==> config.mk <==
export PLATFORM = sky130hd
export DESIGN_NAME = ipl_linearizer
export DESIGN_NICKNAME = d
export VERILOG_FILES = /design/src/design/ipl_pkg.sv /design/src/design/ipl_adc_if.sv /design/src/design/ipl_adc_front.sv /design/src/design/ipl_linearizer.sv
export SDC_FILE = /design/constraint.sdc
export NUM_CORES = 2
export LEC_CHECK = 0
export ABC_AREA = 1
export BUFFER_PORTS_ARGS = -buffer_cell sky130_fd_sc_hd__clkbuf_2
export CORE_UTILIZATION = 38
export DETAILED_ROUTE_END_ITERATION = 7
export PLACE_DENSITY = 0.5
export SKIP_CTS_REPAIR_TIMING = 1
export SKIP_LAST_GASP = 1
export SLEW_MARGIN = 20
export SYNTH_ARGS = -nofsm -noshare
export SYNTH_HDL_FRONTEND = slang
export SYNTH_SLANG_ARGS = --single-unit
==> constraint.sdc <==
create_clock -name sys_clk -period 23.3 [get_ports sys_clk]
set_input_delay 6.99 -clock sys_clk [delete_from_list [all_inputs] [get_ports sys_clk]]
set_output_delay 6.99 -clock sys_clk [all_outputs]
set_load 0.01 [all_outputs]
==> src/design/ipl_pkg.sv <==
// Shared constants and types of the inductive position linearizer.
package ipl_pkg;
  // Register byte offsets.
  localparam logic [7:0] ADDR_CTRL   = 8'h00;
  localparam logic [7:0] ADDR_AMPMAX = 8'h04;
  localparam logic [7:0] ADDR_ORIGIN = 8'h08;
  localparam logic [7:0] ADDR_BP1    = 8'h0C;
  localparam logic [7:0] ADDR_BP3    = 8'h10;
  localparam logic [7:0] ADDR_BP5    = 8'h14;
  localparam logic [7:0] ADDR_ADJ    = 8'h18;
  localparam logic [7:0] ADDR_SLOPE  = 8'h1C;
  localparam logic [7:0] ADDR_CLAMP  = 8'h20;
  localparam logic [7:0] ADDR_STATUS = 8'h24;
  // Control register fields.
  localparam int CTRL_SWAP   = 0;
  localparam int CTRL_GAIN   = 1;
  localparam int CTRL_FBK    = 4;
  localparam int CTRL_RATE   = 5;
  localparam int CTRL_FIR    = 7;
  localparam int CTRL_LOADED = 8;
  // Upper field of the paired registers.
  localparam int HI_FIELD    = 16;
  // Reset values.
  localparam logic       FBK_RESET    = 1'b1;
  localparam logic [9:0] HICLAMP_RST  = 10'h3FF;
  localparam logic [9:0] LOCLAMP_RST  = 10'h001;
  // Arithmetic scale factors as shift counts, plus the output limit and mid code.
  localparam int AMP_SHIFT    = 2;
  localparam int ORIGIN_SHIFT = 1;
  localparam int COORD_SHIFT  = 1;
  localparam int CLAMP_SHIFT  = 3;
  localparam int SLOPE_FRAC   = 8;
  localparam int OUT_MAX      = 8191;
  localparam int MID_CODE     = 2048;
  // Converter timing: log2 of the smallest divider and of the decimation ratio.
  localparam int DIV_BASE_LOG = 3;
  localparam int DECIM_LOG    = 7;
  // Gain trim steps in percent.
  localparam logic signed [5:0] GAIN_B0 = 6'sh06;
  localparam logic signed [5:0] GAIN_B1 = 6'sh0C;
  localparam logic signed [5:0] GAIN_B2 = -6'sh18;
  typedef enum logic [1:0] {ST_IDLE, ST_DIV, ST_OUT} ipl_state_t;
endpackage

==> src/design/ipl_adc_if.sv <==
// Link between the converter front end and the processing core.
`timescale 1ns/1ps
interface ipl_adc_if;
  logic [1:0]  rate;
  logic        firEn;
  logic        swap;
  logic [11:0] sinSample;
  logic [11:0] cosSample;
  logic        sampleValid;
  logic        adcClk;
  modport front (input rate, firEn, swap, output sinSample, cosSample, sampleValid, adcClk);
  modport core  (output rate, firEn, swap, input sinSample, cosSample, sampleValid, adcClk);
endinterface

==> src/design/ipl_adc_front.sv <==
// Converter clock divider and decimation filters for both coil channels.
`timescale 1ns/1ps
module ipl_adc_front (
  input  wire logic sys_clk,
  input  wire logic nrst,
  input  wire logic coilInputA,
  input  wire logic coilInputB,
  ipl_adc_if.front  adc
);
  typedef struct packed {
    logic [5:0]  divCnt;
    logic        adcClk;
    logic [6:0]  decCnt;
    logic [7:0]  accA;
    logic [7:0]  accB;
    logic [11:0] prevA;
    logic [11:0] prevB;
    logic [11:0] sinS;
    logic [11:0] cosS;
    logic        valid;
  } ipl_front_t;

  ipl_front_t st;
  ipl_front_t next_st;
  logic       adcTick;
  logic [5:0] divLast;

  // Saturates a ones count to a 12-bit code; the 13-bit top value becomes FFF.
  function automatic logic [11:0] toCode(input logic [7:0] ones);
    logic [12:0] full;
    full = {ones[7:0], 5'h00};
    toCode = full[12] ? 12'hFFF : full[11:0];
  endfunction

  // Divider terminal count from the rate code: 7, 15, 31 or 63, a period of 8, 16, 32 or 64 cycles.
  assign divLast = 6'((1 << (ipl_pkg::DIV_BASE_LOG + adc.rate)) - 1);
  assign adcTick = (st.divCnt == divLast);

  // Count modulator ones per window, then filter and hand the sample on.
  always_comb begin
    logic [11:0] a;
    logic [11:0] b;
    logic [13:0] fa;
    logic [13:0] fb;
    next_st = st;
    a = toCode(st.accA);
    b = toCode(st.accB);
    fa = 14'(a) + 14'(st.prevA);
    fb = 14'(b) + 14'(st.prevB);
    next_st.valid = 1'b0;
    next_st.divCnt = adcTick ? 6'h00 : st.divCnt + 6'h01;
    if (st.divCnt == {1'b0, divLast[5:1]} || adcTick) begin
      next_st.adcClk = ~st.adcClk;
    end
    if (adcTick) begin
      next_st.decCnt = st.decCnt + 7'h01;
      next_st.accA = st.accA + 8'(coilInputA);
      next_st.accB = st.accB + 8'(coilInputB);
      if (st.decCnt == 7'h7F) begin
        // Sinc window closes; the half-band stage averages two windows.
        next_st.accA = 8'(coilInputA);
        next_st.accB = 8'(coilInputB);
        next_st.prevA = a;
        next_st.prevB = b;
        if (adc.firEn) begin
          a = fa[12:1];
          b = fb[12:1];
        end
        next_st.sinS = adc.swap ? a : b;
        next_st.cosS = adc.swap ? b : a;
        next_st.valid = 1'b1;
      end
    end
  end

  // State register.
  always_ff @(posedge sys_clk or negedge nrst) begin
    if (!nrst) begin
      st <= '0;
    end else begin
      st <= next_st;
    end
  end

  assign adc.sinSample   = st.sinS;
  assign adc.cosSample   = st.cosS;
  assign adc.sampleValid = st.valid;
  assign adc.adcClk      = st.adcClk;

  a_tick_rate_eight: assert property (@(posedge sys_clk) disable iff (!nrst)
    (adcTick && adc.rate == 2'b00) ##1 (adc.rate == 2'b00) [*8] |-> adcTick)
    else $error("Converter tick spacing wrong at divide by eight.");
endmodule

==> src/design/ipl_linearizer.sv <==
// Top of the position linearizer: registers, correction, interpolation, outputs.
`timescale 1ns/1ps
// Functional notes
// - Amplitude max scaled by four limits input.
// - Origin doubled shifts position, not output.
// - High clamp is 8*(code+1)-1.
// - Low clamp is 8*(code-1), floor zero.
// - Low clamp wins when clamps cross.
// - Separate end slopes before first, after fifth.
// - Points one, three, five doubled from storage.
// - Point two is midpoint plus doubled adjust.
// - Point four is midpoint plus doubled adjust.
// - Swap bit picks which coil is sine.
// - Gain trim top bit adds minus 24, zero default.
// - Feedback radius bit, reset value one.
// - Carrier amplitude fault forces output zero.
// - Trim bits add 6, 12, minus 24 percent.
// - Converter clock divided by 8 to 64.
// - Sinc stage plus optional half-band stage.
// - Converter results kept as 12-bit values.
// - Filter bit selects sinc or sinc plus FIR.
// - PWM period equals the sample update period.
module ipl_linearizer (
  input  wire logic        sys_clk,
  input  wire logic        nrst,
  input  wire logic [7:0]  paddr,
  input  wire logic        psel,
  input  wire logic        penable,
  input  wire logic        pwrite,
  input  wire logic [31:0] pwdata,
  output logic      [31:0] prdata,
  output logic             pready,
  output logic             pslverr,
  input  wire logic        coilInputA,
  input  wire logic        coilInputB,
  input  wire logic        carrierOver,
  input  wire logic        carrierUnder,
  output logic      [12:0] analogPositionOut,
  output logic             pwmOut,
  output logic             faultOut,
  output logic      [2:0]  pgaTrim,
  output logic      [5:0]  gainDeltaPct,
  output logic             fbkRadiusSel,
  output logic             adcClkOut
);
  typedef struct packed {
    logic                swap;
    logic [2:0]          gainTrim;
    logic                carrier_feedback_radius;
    logic [1:0]          rate;
    logic                fir;
    logic                loaded;
    logic [7:0]          ampMax;
    logic [11:0]         origin;
    logic [11:0]         x1;
    logic [11:0]         y1;
    logic [11:0]         x3;
    logic [11:0]         y3;
    logic [11:0]         x5;
    logic [11:0]         y5;
    logic [5:0]          adj2;
    logic [5:0]          adj4;
    logic [11:0]         slope0;
    logic [11:0]         slope5;
    logic [9:0]          loClamp;
    logic [9:0]          hiClamp;
    ipl_pkg::ipl_state_t state;
    logic signed [15:0]  yBase;
    logic [31:0]         quot;
    logic [16:0]         rem;
    logic [15:0]         den;
    logic                neg;
    logic [4:0]          cnt;
    logic [12:0]         pos;
    logic                upd;
    logic                fault;
    logic [12:0]         pwmCnt;
    logic                pwm;
    logic [5:0]          gainDelta;
    logic                adcClk;
    logic [31:0]         rdata;
    logic                ready;
    logic                err;
  } ipl_core_t;

  ipl_core_t          st;
  ipl_core_t          next_st;
  ipl_adc_if          adc ();
  logic signed [15:0] bx [5];
  logic signed [15:0] by [5];
  logic               apbDone;
  logic               known;
  logic [31:0]        readMux;

  ipl_adc_front u_front (
    .sys_clk   (sys_clk),
    .nrst      (nrst),
    .coilInputA(coilInputA),
    .coilInputB(coilInputB),
    .adc       (adc)
  );

  assign adc.rate  = st.rate;
  assign adc.firEn = st.fir;
  assign adc.swap  = st.swap;

  ////////////////////////////////////////////////////////////////////////////
  // Arithmetic helpers.

  // Stored coordinate doubled to its internal value.
  function automatic logic signed [15:0] dbl(input logic [11:0] v);
    dbl = 16'(v) <<< ipl_pkg::COORD_SHIFT;
  endfunction

  // Sum of two doubled coordinates halved, plus a doubled signed adjust.
  function automatic logic signed [15:0] midY(input logic [11:0] a, input logic [11:0] b,
                                              input logic [5:0] adj);
    midY = 16'(a) + 16'(b) + (16'(signed'(adj)) <<< ipl_pkg::COORD_SHIFT);
  endfunction

  // Apply high clamp, then low clamp so the low one wins when crossed.
  function automatic logic [12:0] clampOut(input logic signed [31:0] v,
                                           input logic [9:0] lo, input logic [9:0] hi);
    logic signed [31:0] hiV;
    logic signed [31:0] loV;
    logic signed [31:0] r;
    hiV = ((32'(hi) + 32'sd1) <<< ipl_pkg::CLAMP_SHIFT) - 32'sd1;
    loV = (32'(lo) - 32'sd1) <<< ipl_pkg::CLAMP_SHIFT;
    r = v;
    if (r > hiV) begin
      r = hiV;
    end
    if (r < loV) begin
      r = loV;
    end
    if (r < 32'sd0) begin
      r = 32'sd0;
    end
    if (r > 32'sd8191) begin
      r = 32'(ipl_pkg::OUT_MAX);
    end
    clampOut = r[12:0];
  endfunction

  // Breakpoint table: three stored points and two derived midpoints.
  always_comb begin
    bx[0] = dbl(st.x1);
    by[0] = dbl(st.y1);
    bx[2] = dbl(st.x3);
    by[2] = dbl(st.y3);
    bx[4] = dbl(st.x5);
    by[4] = dbl(st.y5);
    bx[1] = 16'(st.x1) + 16'(st.x3);
    by[1] = midY(st.y1, st.y3, st.adj2);
    bx[3] = 16'(st.x3) + 16'(st.x5);
    by[3] = midY(st.y3, st.y5, st.adj4);
  end

  ////////////////////////////////////////////////////////////////////////////
  // Register read decode.

  always_comb begin
    known = 1'b1;
    readMux = 32'h0000_0000;
    case (paddr)
      ipl_pkg::ADDR_CTRL: begin
        readMux[8:0] = {st.loaded, st.fir, st.rate, st.carrier_feedback_radius, st.gainTrim, st.swap};
      end
      ipl_pkg::ADDR_AMPMAX: readMux[7:0] = st.ampMax;
      ipl_pkg::ADDR_ORIGIN: readMux[11:0] = st.origin;
      ipl_pkg::ADDR_BP1: readMux = {4'h0, st.y1, 4'h0, st.x1};
      ipl_pkg::ADDR_BP3: readMux = {4'h0, st.y3, 4'h0, st.x3};
      ipl_pkg::ADDR_BP5: readMux = {4'h0, st.y5, 4'h0, st.x5};
      ipl_pkg::ADDR_ADJ: readMux = {10'h000, st.adj4, 10'h000, st.adj2};
      ipl_pkg::ADDR_SLOPE: readMux = {4'h0, st.slope5, 4'h0, st.slope0};
      ipl_pkg::ADDR_CLAMP: readMux = {6'h00, st.hiClamp, 6'h00, st.loClamp};
      ipl_pkg::ADDR_STATUS: readMux = {3'h0, st.pos, 14'h0000, st.upd, st.fault};
      default: known = 1'b0;
    endcase
  end

  assign apbDone = psel && penable && st.ready;

  ////////////////////////////////////////////////////////////////////////////
  // Next-state logic: bus slave, correction, interpolation and outputs.

  always_comb begin
    logic signed [15:0] diff;
    logic signed [15:0] lim;
    logic signed [15:0] x;
    logic signed [31:0] prod;
    logic signed [31:0] yv;
    logic [2:0]         seg;
    logic [16:0]        trial;
    logic [12:0]        pwmCmp;
    next_st = st;
    diff = 16'(adc.sinSample) - 16'(adc.cosSample);
    lim = 16'(st.ampMax) <<< ipl_pkg::AMP_SHIFT;
    prod = 32'sd0;
    yv = 32'sd0;
    trial = 17'h00000;
    seg = 3'h0;
    next_st.upd = 1'b0;
    next_st.ready = 1'b0;
    next_st.adcClk = adc.adcClk;
    // Correction: limit by scaled amplitude, then shift the zero point.
    if (diff > lim) begin
      diff = lim;
    end
    if (diff < -lim) begin
      diff = -lim;
    end
    x = diff + 16'(ipl_pkg::MID_CODE) + (16'(st.origin) <<< ipl_pkg::ORIGIN_SHIFT);
    for (int k = 1; k < 4; k++) begin
      if (x >= bx[k]) begin
        seg = 3'(k);
      end
    end
    // Bus slave: one wait-free access phase, errors for unknown offsets.
    if (psel && !penable) begin
      next_st.ready = 1'b1;
      next_st.err = !known || (pwrite && paddr == ipl_pkg::ADDR_STATUS);
      next_st.rdata = known ? readMux : 32'h0000_0000;
    end
    if (apbDone && pwrite && known) begin
      case (paddr)
        ipl_pkg::ADDR_CTRL: begin
          next_st.swap = pwdata[ipl_pkg::CTRL_SWAP];
          next_st.gainTrim = pwdata[ipl_pkg::CTRL_GAIN+:3];
          next_st.carrier_feedback_radius = pwdata[ipl_pkg::CTRL_FBK];
          next_st.rate = pwdata[ipl_pkg::CTRL_RATE+:2];
          next_st.fir = pwdata[ipl_pkg::CTRL_FIR];
          next_st.loaded = pwdata[ipl_pkg::CTRL_LOADED];
        end
        ipl_pkg::ADDR_AMPMAX: next_st.ampMax = pwdata[7:0];
        ipl_pkg::ADDR_ORIGIN: next_st.origin = pwdata[11:0];
        ipl_pkg::ADDR_BP1: {next_st.y1, next_st.x1} = {pwdata[27:16], pwdata[11:0]};
        ipl_pkg::ADDR_BP3: {next_st.y3, next_st.x3} = {pwdata[27:16], pwdata[11:0]};
        ipl_pkg::ADDR_BP5: {next_st.y5, next_st.x5} = {pwdata[27:16], pwdata[11:0]};
        ipl_pkg::ADDR_ADJ: {next_st.adj4, next_st.adj2} = {pwdata[21:16], pwdata[5:0]};
        ipl_pkg::ADDR_SLOPE: begin
          {next_st.slope5, next_st.slope0} = {pwdata[27:16], pwdata[11:0]};
        end
        ipl_pkg::ADDR_CLAMP: begin
          {next_st.hiClamp, next_st.loClamp} = {pwdata[25:16], pwdata[9:0]};
        end
        default: next_st.err = 1'b1;
      endcase
    end
    // Gain trim: bits weigh 6, 12 and minus 24 percent, summed.
    next_st.gainDelta = (st.gainTrim[0] ? ipl_pkg::GAIN_B0 : 6'sh00)
                      + (st.gainTrim[1] ? ipl_pkg::GAIN_B1 : 6'sh00)
                      + (st.gainTrim[2] ? ipl_pkg::GAIN_B2 : 6'sh00);
    // Position pipeline; waits for loaded parameters before any output.
    case (st.state)
      ipl_pkg::ST_IDLE: begin
        if (adc.sampleValid && st.loaded) begin
          if (x < bx[0]) begin
            prod = 32'(x - bx[0]) * 32'(signed'(st.slope0));
            yv = 32'(by[0]) + (prod >>> ipl_pkg::SLOPE_FRAC);
            next_st.pos = clampOut(yv, st.loClamp, st.hiClamp);
            next_st.upd = 1'b1;
          end else if (x > bx[4]) begin
            prod = 32'(x - bx[4]) * 32'(signed'(st.slope5));
            yv = 32'(by[4]) + (prod >>> ipl_pkg::SLOPE_FRAC);
            next_st.pos = clampOut(yv, st.loClamp, st.hiClamp);
            next_st.upd = 1'b1;
          end else begin
            // Inner segment: start a serial divide of dy*dx by the segment width.
            prod = 32'(x - bx[seg]) * 32'(by[seg + 3'h1] - by[seg]);
            next_st.neg = prod[31];
            next_st.quot = prod[31] ? 32'(-prod) : prod;
            next_st.den = 16'(bx[seg + 3'h1] - bx[seg]);
            next_st.yBase = by[seg];
            next_st.rem = 17'h00000;
            next_st.cnt = 5'h1F;
            next_st.state = ipl_pkg::ST_DIV;
          end
        end
      end
      ipl_pkg::ST_DIV: begin
        // Restoring division, one quotient bit per cycle; a zero-width
        // segment yields all ones and is later clamped.
        trial = {st.rem[15:0], st.quot[31]};
        next_st.quot = {st.quot[30:0], 1'b0};
        next_st.rem = trial;
        if (trial >= {1'b0, st.den}) begin
          next_st.rem = trial - {1'b0, st.den};
          next_st.quot[0] = 1'b1;
        end
        next_st.cnt = st.cnt - 5'h01;
        if (st.cnt == 5'h00) begin
          next_st.state = ipl_pkg::ST_OUT;
        end
      end
      ipl_pkg::ST_OUT: begin
        yv = st.neg ? 32'(st.yBase) - st.quot : 32'(st.yBase) + st.quot;
        next_st.pos = clampOut(yv, st.loClamp, st.hiClamp);
        next_st.upd = 1'b1;
        next_st.state = ipl_pkg::ST_IDLE;
      end
      default: next_st.state = ipl_pkg::ST_IDLE;
    endcase
    // Fault and unloaded parameters override any computed position.
    next_st.fault = carrierOver || carrierUnder;
    if (next_st.fault || !st.loaded) begin
      next_st.pos = 13'h0000;
    end
    // PWM restarts on each sample, so its period is the update period.
    next_st.pwmCnt = adc.sampleValid ? 13'h0000 : st.pwmCnt + 13'h0001;
    pwmCmp = 13'(st.pwmCnt << (2'd3 - st.rate));
    next_st.pwm = (pwmCmp < st.pos) && !st.fault;
  end

  ////////////////////////////////////////////////////////////////////////////
  // State register with documented power-up values.

  always_ff @(posedge sys_clk or negedge nrst) begin
    if (!nrst) begin
      st <= '0;
      st.carrier_feedback_radius <= ipl_pkg::FBK_RESET;
      st.hiClamp <= ipl_pkg::HICLAMP_RST;
      st.loClamp <= ipl_pkg::LOCLAMP_RST;
    end else begin
      st <= next_st;
    end
  end

  assign prdata = st.rdata;
  assign pready = st.ready;
  assign pslverr = st.err;
  assign analogPositionOut = st.pos;
  assign pwmOut = st.pwm;
  assign faultOut = st.fault;
  assign pgaTrim = st.gainTrim;
  assign gainDeltaPct = st.gainDelta;
  assign fbkRadiusSel = st.carrier_feedback_radius;
  assign adcClkOut = st.adcClk;

  ////////////////////////////////////////////////////////////////////////////
  // Checks.

  a_fault_zero_out: assert property (@(posedge sys_clk) disable iff (!nrst)
    (carrierOver || carrierUnder) |=> (analogPositionOut == 13'h0000) && faultOut)
    else $error("Output not forced to zero on carrier fault.");

  a_unloaded_zero_out: assert property (@(posedge sys_clk) disable iff (!nrst)
    !st.loaded |=> analogPositionOut == 13'h0000)
    else $error("Output moved before parameters were loaded.");

  // The clamps that shaped a result are those of the cycle before the update.
  a_high_clamp_kept: assert property (@(posedge sys_clk) disable iff (!nrst)
    (st.upd && $past(st.loClamp) <= $past(st.hiClamp))
      |-> 32'(analogPositionOut) <= ((32'($past(st.hiClamp)) + 32'd1) << 3) - 32'd1)
    else $error("Output above high clamp.");

  a_low_clamp_kept: assert property (@(posedge sys_clk) disable iff (!nrst)
    (st.upd && !st.fault && $past(st.loClamp) != 10'h000)
      |-> 32'(analogPositionOut) >= (32'($past(st.loClamp)) - 32'd1) << 3)
    else $error("Output below low clamp.");

  a_low_clamp_wins: assert property (@(posedge sys_clk) disable iff (!nrst)
    (st.upd && !st.fault && $past(st.loClamp) > $past(st.hiClamp))
      |-> 32'(analogPositionOut) == (32'($past(st.loClamp)) - 32'd1) << 3)
    else $error("Crossed clamps did not settle on the low clamp.");

  a_gain_trim_delta: assert property (@(posedge sys_clk) disable iff (!nrst)
    (pgaTrim == 3'b101 && $stable(pgaTrim)) |=> gainDeltaPct == 6'h2E)
    else $error("Gain trim percentage wrong.");

  a_fbk_write_taken: assert property (@(posedge sys_clk) disable iff (!nrst)
    (apbDone && pwrite && paddr == ipl_pkg::ADDR_CTRL)
      |=> fbkRadiusSel == $past(pwdata[ipl_pkg::CTRL_FBK]))
    else $error("Feedback radius bit not taken from the write.");

  a_apb_one_wait: assert property (@(posedge sys_clk) disable iff (!nrst)
    (psel && !penable) |=> pready ##1 !pready)
    else $error("Bus answer not exactly one cycle after setup.");

  a_pwm_period: assert property (@(posedge sys_clk) disable iff (!nrst)
    adc.sampleValid |=> st.pwmCnt == 13'h0000)
    else $error("PWM period not restarted on sample update.");
endmodule

After elaboration in Yosys (flattened, before gate mapping)

Cells that the tools add are included.

Bits in registers: 394
Output and inout port bits: 60
Bits of input ports: 49

Shift-type cells: 2
$lt $le $gt $ge: 23
Eq/ne operators: 20
Add/subtract/negate cells: 38
Reductions and logical operators: 37
Multiply operators: 3
Mux-type cells: 89
Bitwise gates (word level): 5

Operators by type and width:

| cell                                                                               | count |
|---|---|
| 32-bit 2-to-1 mux                                                                  | 35 |
| 16-bit binary-select mux with 3-bit select                                         | 4 |
| 89-bit 2-to-1 mux                                                                  | 2 |
| 16-bit 2-to-1 mux                                                                  | 10 |
| 17-bit one-hot mux with 7 select lines                                             | 1 |
| 103-bit 2-to-1 mux                                                                 | 1 |
| 49-bit one-hot mux with 2 select lines                                             | 1 |
| 32-bit by 14-bit greater-than comparator with 1-bit output (second input constant) | 3 |
| 32-bit by 1-bit less-than comparator with 1-bit output (second input constant)     | 3 |
| 32-bit by 14-bit less-than comparator with 1-bit output                            | 3 |
| 8-bit one-hot mux with 10 select lines                                             | 1 |
| 12-bit by 12-bit adder with 13-bit output                                          | 6 |
| 12-bit 2-to-1 mux                                                                  | 6 |
| 13-bit 2-to-1 mux                                                                  | 5 |
| 65-bit 2-to-1 mux                                                                  | 1 |
| 17-bit by 12-bit multiplier with 29-bit output                                     | 2 |
| 16-bit by 14-bit >= comparator with 1-bit output                                   | 3 |
| 14-bit by 21-bit adder with 22-bit output                                          | 2 |
| 22-bit by 15-bit greater-than comparator with 1-bit output                         | 2 |
| 16-bit by 14-bit subtractor with 17-bit output                                     | 2 |
| 16-bit by 16-bit subtractor with 17-bit output                                     | 2 |
| 32-bit adder                                                                       | 1 |
| 8-bit by 5-bit equality test with 1-bit output (second input constant)             | 4 |
| 32-bit by 15-bit greater-than comparator with 1-bit output                         | 1 |
| other kinds (73)                                                                   | 116 |

Depth between registers and ports, before layout

Depth in word-level cells: 35
Depth in mapped cells: 119
Depth with buffers taken out: 115

Cells and area by module

Synthesis repeated with hierarchy kept, for this count alone.

Cell total of the unflattened synthesis: 8944
Area total of the unflattened synthesis: 64707.1 um^2

By module, submodules not included:

| module         | sequential area each (um^2) | cells each | area each (um^2) | times used |
|---|---|---|---|---|
| ipl_linearizer | 7672.4                      | 8318       | 60135.2          | 1 |
| ipl_adc_front  | 1626.6                      | 626        | 4571.9           | 1 |

Worst setup path after synthesis

OpenSTA, ideal clock, no wires.

Kind: reg2reg
From: register u_front.st, in the netlist u_front.adc.sinSample[3]
To: register st, in the netlist analogPositionOut[12]
Clock period less this slack: 16.609 ns
Cell stages (with the launch flop): 110
Slack: 6.691 ns
Arrival: 16.493 ns
Buffers on the path: 5
Library setup time: 0.117 ns
Cell sequence: dfrtp_1 inv_1 ha_1 inv_1 fa_1 inv_1 fa_1 inv_1 a21oi_2 xnor2_1 ha_1 a21oi_1 o221ai_1 a21oi_1 o211ai_1 nand2_1 clkbuf_1 o21ai_0 (+74 left out) inv_1 nand3_1 a31oi_1 a2111oi_0 nand2_1 nand2_1 nand2_1 nand2_1 clkbuf_1 nand3_1 nand2_1 inv_1 nand2_1 nand2_1 nand3_1 nand2_1 nand2_1 nand2_1

Word-level cells in the longest chain between the ends: 35
Elaborated cells between the ends (all ways): 59
Those cells by class: 7 x add/sub; 2 x mul; 12 x order compare; 1 x eq/ne; 36 x mux; 1 x reduce/logical

Ends and longest elaborated chain:

| element                                                    | line                  | source |
|---|---|---|
| start: declaration                                         | ipl_adc_front.sv:23   | `ipl_front_t st;` |
| start signal: assignment                                   | ipl_adc_front.sv:81   | `st <= next_st;` |
| 12-bit by 12-bit subtractor with 13-bit output (*)         | ipl_linearizer.sv:197 | `diff = 16'(adc.sinSample) - 16'(adc.cosSample);` |
| 13-bit by 11-bit greater-than comparator with 1-bit output | ipl_linearizer.sv:207 | `if (diff > lim) begin` |
| 16-bit 2-to-1 mux (*)                                      | ipl_linearizer.sv:207 |  |
| 16-bit less-than comparator                                | ipl_linearizer.sv:210 | `if (diff < -lim) begin` |
| 16-bit 2-to-1 mux (*)                                      | ipl_linearizer.sv:210 |  |
| 16-bit by 12-bit adder with 16-bit output (*)              | ipl_linearizer.sv:213 | `x = diff + 16'(ipl_pkg::MID_CODE) + (16'(st.origin) <<< ipl_pkg::ORIGIN_SHIFT);` |
| 16-bit by 13-bit adder with 16-bit output (*)              | ipl_linearizer.sv:213 |  |
| 16-bit by 14-bit subtractor with 17-bit output             | ipl_linearizer.sv:264 | `prod = 32'(x - bx[4]) * 32'(signed'(st.slope5));` |
| (+19 left out)                                             | -                     |  |
| 32-bit 2-to-1 mux                                          | ipl_linearizer.sv:255 | `case (st.state)` |
| 32-bit by 14-bit greater-than comparator with 1-bit output | ipl_linearizer.sv:139 | `if (r > 32'sd8191) begin` |
| 13-bit 2-to-1 mux                                          | ipl_linearizer.sv:139 |  |
| 14-bit 2-to-1 mux                                          | ipl_linearizer.sv:263 | `end else if (x > bx[4]) begin` |
| 14-bit 2-to-1 mux                                          | ipl_linearizer.sv:258 | `if (x < bx[0]) begin` |
| 103-bit 2-to-1 mux                                         | ipl_linearizer.sv:257 | `if (adc.sampleValid && st.loaded) begin` |
| 14-bit one-hot mux with 2 select lines                     | ipl_linearizer.sv:255 |  |
| 13-bit 2-to-1 mux                                          | ipl_linearizer.sv:306 | `if (next_st.fault \|\| !st.loaded) begin` |
| end signal: assignment                                     | ipl_linearizer.sv:325 | `st <= next_st;` |
| end: declaration                                           | ipl_linearizer.sv:86  | `ipl_core_t st;` |

Every way passes the cells marked *; elsewhere a longest branch is shown, timed or not. The select of a mux whose other input is x is not followed.
A chain may end at the register's enable or synchronous reset.

Worst setup path in the final report

From: register u_front.st, in the netlist u_front.adc.sinSample[3]
To: register st[138] (netlist name)

Word-level cells in the longest chain between the ends: 24
Elaborated cells between the ends (all ways): 39
Those cells by class: 7 x add/sub; 1 x mul; 7 x order compare; 2 x eq/ne; 19 x mux; 2 x bitwise; 1 x reduce/logical

Ends and longest elaborated chain:

| element                                                    | line                  | source |
|---|---|---|
| 12-bit by 12-bit subtractor with 13-bit output (*)         | ipl_linearizer.sv:197 |  |
| 13-bit by 11-bit greater-than comparator with 1-bit output | ipl_linearizer.sv:207 |  |
| 16-bit 2-to-1 mux (*)                                      | ipl_linearizer.sv:207 |  |
| 16-bit less-than comparator                                | ipl_linearizer.sv:210 |  |
| 16-bit 2-to-1 mux (*)                                      | ipl_linearizer.sv:210 |  |
| 16-bit by 12-bit adder with 16-bit output (*)              | ipl_linearizer.sv:213 |  |
| 16-bit by 13-bit adder with 16-bit output (*)              | ipl_linearizer.sv:213 |  |
| 16-bit by 14-bit >= comparator with 1-bit output           | ipl_linearizer.sv:215 | `if (x >= bx[k]) begin` |
| (+8 left out)                                              | -                     |  |
| 16-bit by 16-bit subtractor with 17-bit output             | ipl_linearizer.sv:270 | `prod = 32'(x - bx[seg]) * 32'(by[seg + 3'h1] - by[seg]);` |
| 17-bit by 17-bit multiplier with 32-bit output             | ipl_linearizer.sv:270 |  |
| 32-bit negation                                            | ipl_linearizer.sv:272 | `next_st.quot = prod[31] ? 32'(-prod) : prod;` |
| 32-bit 2-to-1 mux                                          | ipl_linearizer.sv:272 |  |
| 89-bit 2-to-1 mux                                          | ipl_linearizer.sv:263 |  |
| 89-bit 2-to-1 mux                                          | ipl_linearizer.sv:258 |  |
| 103-bit 2-to-1 mux                                         | ipl_linearizer.sv:257 |  |
| 49-bit one-hot mux with 2 select lines                     | ipl_linearizer.sv:255 |  |

Marks and branches as above.

==> impl_table.tex <==
\begin{tabular}{lr}
\hline
Metric & Value \\
\hline
\multicolumn{2}{l}{\textbf{Run status}} \\
\quad Result of the run & finished, final reports clean \\
\multicolumn{2}{l}{\textbf{Drt}} \\
\quad Number of DRC violations after detailed routing & 0 \\
\quad Via-per-instance ratio & about 5.2 \\
\quad DR iter-0 viols & 4,505 \\
\quad TritonRoute pass-1 iters & 5 \\
\quad Remaining antenna violation count after routing & 0 \\
\quad Final wirelength & between 200,000 and 250,000 um \\
\quad Vias post-DR & 57,810 \\
\quad Routed wire per std cell & slightly above 20 um \\
\multicolumn{2}{l}{\textbf{STA}} \\
\quad Max\_slew headroom & a little over 20\% \\
\quad Worst hold margin & $\sim$400 ps \\
\quad RSZ-0062 raised after global routing & no \\
\quad Final period util & between 80\% and 90\% \\
\quad Slew of the pin with the lowest slew margin & around 1200 ps \\
\quad Max Clk Rate & 47.73 MHz \\
\quad Max-slew violations & 0 \\
\quad Minimum clock period after layout & 20,950 ps \\
\quad Number of hold-slack violations in the final timing report & 0 \\
\quad Clk\_skew & just over 30 ps \\
\quad Total negative slack & 0 ps \\
\quad Number of failing setup endpoints in the final timing report & 0 \\
\multicolumn{2}{l}{\textbf{Die}} \\
\quad Number of placement rows & 150 \\
\quad Count of pins on the block boundary & 109 \\
\quad Die Span Y & roughly 410 um \\
\quad Chip width & a little over 400 um \\
\quad CORE AREA & roughly 0.17 mm2 \\
\quad Effective utilization at floorplan & between 30\% and 40\% \\
\quad Overall die area & 0.1703 mm2 \\
\multicolumn{2}{l}{\textbf{Power and ir drop}} \\
\quad Post-route total power & about 4.2 mW \\
\quad Cell Pwr Density & about 60 mW/mm2 \\
\quad Proportion of power drawn by the clock network & approximately a fifth \\
\quad Relative contribution of sequential cells to total power & about 16\% \\
\quad Sw Share & between 50 and 60\% \\
\quad Gate power share & between 60\% and 70\% \\
\quad Peak supply drop & between 0.09 and 0.1 mV \\
\quad Net switching power & roughly 2.2 mW \\
\quad Leakage component of the power & around 37 nW \\
\quad Internal power consumption & about 2 mW \\
\multicolumn{2}{l}{\textbf{Critical path}} \\
\quad Peak fanout along the critical path & between 50 and 60 \\
\quad Slowest cell on the critical path & nor2\_4 \\
\quad Crit path capture type & flop \\
\quad Startpoint Class & flop \\
\quad Critical path required time & $\sim$24,000 ps \\
\quad Critical path type & reg2reg \\
\quad Arrival time reported for the critical path endpoint & 21,470 ps \\
\quad Cell occurring most often along the worst timing path & nand2\_1 \\
\quad Slowest cell delay on critical path & about 560 ps \\
\multicolumn{2}{l}{\textbf{Finish}} \\
\quad Final non-filler cell area & between 0.06 and 0.07 mm2 \\
\quad Utilization of the core after routing & about two fifths \\
\quad Layout cell share with drive strength beyond 1 & 4.478\% \\
\quad Most common library cell in the layout ignoring fill and taps & nand2\_1 \\
\quad Area Growth Syn to Fin & 6.795\% \\
\quad Number of nets in the layout & a little over 10,000 \\
\quad Fill cells & 17,650 \\
\quad Most used cells in the layout excluding fill and tap cells & nand2\_1 (2,027), inv\_1 (1,683), ha\_1 (685) \\
\multicolumn{2}{l}{\textbf{Global route}} \\
\quad Vias in the first global route & around 57,000 \\
\quad Sum of overflow across all layers after global routing & 0 \\
\quad Number of antenna violations at the first check in global routing & 20 \\
\quad Aggregate global-route resource usage & between 20\% and 30\% \\
\quad Global-route wire length before repair & 345,800 um \\
\quad Maximum number of pins on one net before global-route repair & $\sim$160 \\
\multicolumn{2}{l}{\textbf{Clock tree}} \\
\quad Clock transition at the registers of the reported paths & 60 ps \\
\quad \# clock sinks & 371 \\
\quad Total clock buffers created by CTS & roughly 50 \\
\quad H-tree lvl count & 2 \\
\quad Cell chosen for the clock root & clkbuf\_16 \\
\quad Clock tree from TritonCTS & yes \\
\quad Clock latency at the later pin of the worst-skew pair & roughly 660 ps \\
\quad Largest buffer count on any clock path & 3 \\
\multicolumn{2}{l}{\textbf{Logic synthesis}} \\
\quad Cell variety after synth & just under 80 \\
\quad Asr flop ratio synth & 100.0\% \\
\quad Sequential cell area fraction in the yosys report & between 10\% and 20\% \\
\quad Number of synthesized flops with an enable pin & 0 \\
\quad Count of synthesis-stage warnings from yosys & 0 \\
\quad Netlist area before placement & approximately 0.064 mm2 \\
\quad Most used flip-flop cell after synthesis & dfrtp\_1 \\
\quad Synthesis-stage register bit count & 371 \\
\quad Post-synthesis instance total & about 8,900 \\
\quad Mean post-synth cell area & between 7 and 8 um2 \\
\multicolumn{2}{l}{\textbf{Placed design}} \\
\quad Number of port buffers & approximately 90 \\
\quad Last weighted congestion value of the routability-driven placer & around 0.95 \\
\quad Placed Area & 0.06662 mm2 \\
\quad Post-DP HPWL & around 190,000 um \\
\multicolumn{2}{l}{\textbf{Run}} \\
\quad Maximum Capacitance Violations & 0 \\
\multicolumn{2}{l}{\textbf{Worst hold path}} \\
\quad Path category of the worst min-delay check & reg2reg \\
\hline
\end{tabular}
[state kept, by name, summed over array words and instances, names as in the netlist]
name                     cells
adc.firEn                    1
adc.rate                     2
adc.swap                     1
adcClkOut                    1
analogPositionOut           13
bx                          36
by                          36
faultOut                     1
fbkRadiusSel                 1
gainDeltaPct                 5
pgaTrim                      3
prdata                      25
pready                       1
pslverr                      1
pwmOut                       1
st                         178
u_front.adc.adcClk           1
u_front.adc.cosSample        9
u_front.adc.sampleValid      1
u_front.adc.sinSample        9
u_front.st                  45
[path summary, 6_finish.rpt]
kind,startpoint,end,slack [ps],depth (start not counted)
worst max-delay path,u_front.adc.sinSample[3],st[138],2350,98
worst min-delay path,u_front.adc.adcClk,adcClkOut,400,0
worst max register to register,u_front.adc.sinSample[3],st[138],2350,98
worst min register to register,u_front.adc.adcClk,adcClkOut,400,0
max in group asynchronous,nrst,st[134],14730,3
min in group asynchronous,nrst,st[189],6390,1
[synth_stat cells (all sizes together), types with 4 or more instances]
| master | n | area share (%) |
|---|---|---|
| or2 | 48 | 0.47 |
| o211ai | 19 | 0.22 |
| nand4 | 95 | 0.94 |
| a31oi | 18 | 0.18 |
| buf | 112 | 1.1 |
| o21bai | 38 | 0.45 |
| xor2 | 211 | 2.9 |
| a211oi | 17 | 0.21 |
| nor2 | 655 | 3.9 |
| o22ai | 75 | 0.73 |
| o21ai | 643 | 5.0 |
| nor3b | 8 | 0.094 |
| a22oi | 4 | 0.047 |
| nand3b | 13 | 0.15 |
| nand2 | 2042 | 12 |
| nand3 | 344 | 2.7 |
| clkinv | 22 | 0.13 |
| o21a | 18 | 0.21 |
| o31ai | 6 | 0.078 |
| mux2 | 5 | 0.088 |
| dfstp | 12 | 0.49 |
| dfrtp | 359 | 14 |
| xnor2 | 109 | 1.5 |
| ha | 685 | 13 |
| clkbuf | 185 | 1.1 |
| o221ai | 14 | 0.19 |
| nor3 | 105 | 0.86 |
| nor4 | 37 | 0.36 |
| a21o | 23 | 0.27 |
| o2111ai | 7 | 0.096 |
| a221oi | 11 | 0.15 |
| and3 | 8 | 0.078 |
| and2 | 10 | 0.098 |
| inv | 1701 | 10 |
| a21boi | 36 | 0.42 |
| fa | 672 | 21 |
| a2111oi | 6 | 0.082 |
| a21oi | 495 | 3.9 |
[routing by layer]
layer,GRT usage [%],vias to the layer above,routed length (um)
met1,37.68,27970,104800
met3,3.817,298,15060
met2,42.47,1643,101300
li1,-,27880,-
met4,6.673,12,6127
met5,0,-,82
[cell families after synthesis]
| group | share of synthesized area [%] |
|---|---|
| AO/OA/AOI/OAI | 12.46 |
| XOR/XNOR | 4.396 |
| adder cells (fa/ha/maj) | 34.39 |
| buffers and inverters | 12.31 |
| flip-flops | 14.51 |
| multiplexers | 0.1191 |
| other | 0.01172 |
| AND/OR/NAND/NOR | 21.81 |
[through the flow]
step / instances / setup WS, ps
finish: 11080 / 2348
global route: 11070 / 765.6
CTS: 11070 / 2598
detailed placement: 10980 / 2728
global placement: 10980 / 2867
floorplan: 8899 / 6691
[critical path: cells and delay by family, from the launching register on]
family	cells	cell delay, ps
flops	1	460
buf+inv	17	3330
compound gates	20	3610
xor+xnor	2	330
simple gates	43	6730
fa+ha+maj	16	6200
[final cells by class]
class                           count  area, um2  share of cell area, %
Clock buffer                       60       1318                  1.925
Clock inverter                     32      455.4                 0.6654
Inverter                         1723       6472                  9.456
Timing Repair Buffer              172       1096                  1.601
Multi-Input combinational cell   6508      47030                  68.71
Sequential cell                   371       9299                  13.58
Antenna cell                        8      20.02                0.02925
Tap cell                         2204       2758                  4.029
[power by group through the flow]
stage | sequential (mW) | combinational (mW) | clock, mW
2_1_floorplan | 0.684 | 1.99 | 0
3_3_place_gp | 0.687 | 2.59 | 0
3_5_place_dp | 0.688 | 2.62 | 0
4_1_cts | 0.676 | 2.63 | 0.865
5_1_grt | 0.679 | 3.05 | 0.888
6_report | 0.676 | 2.64 | 0.852
(Power assumes the default switching activity.)
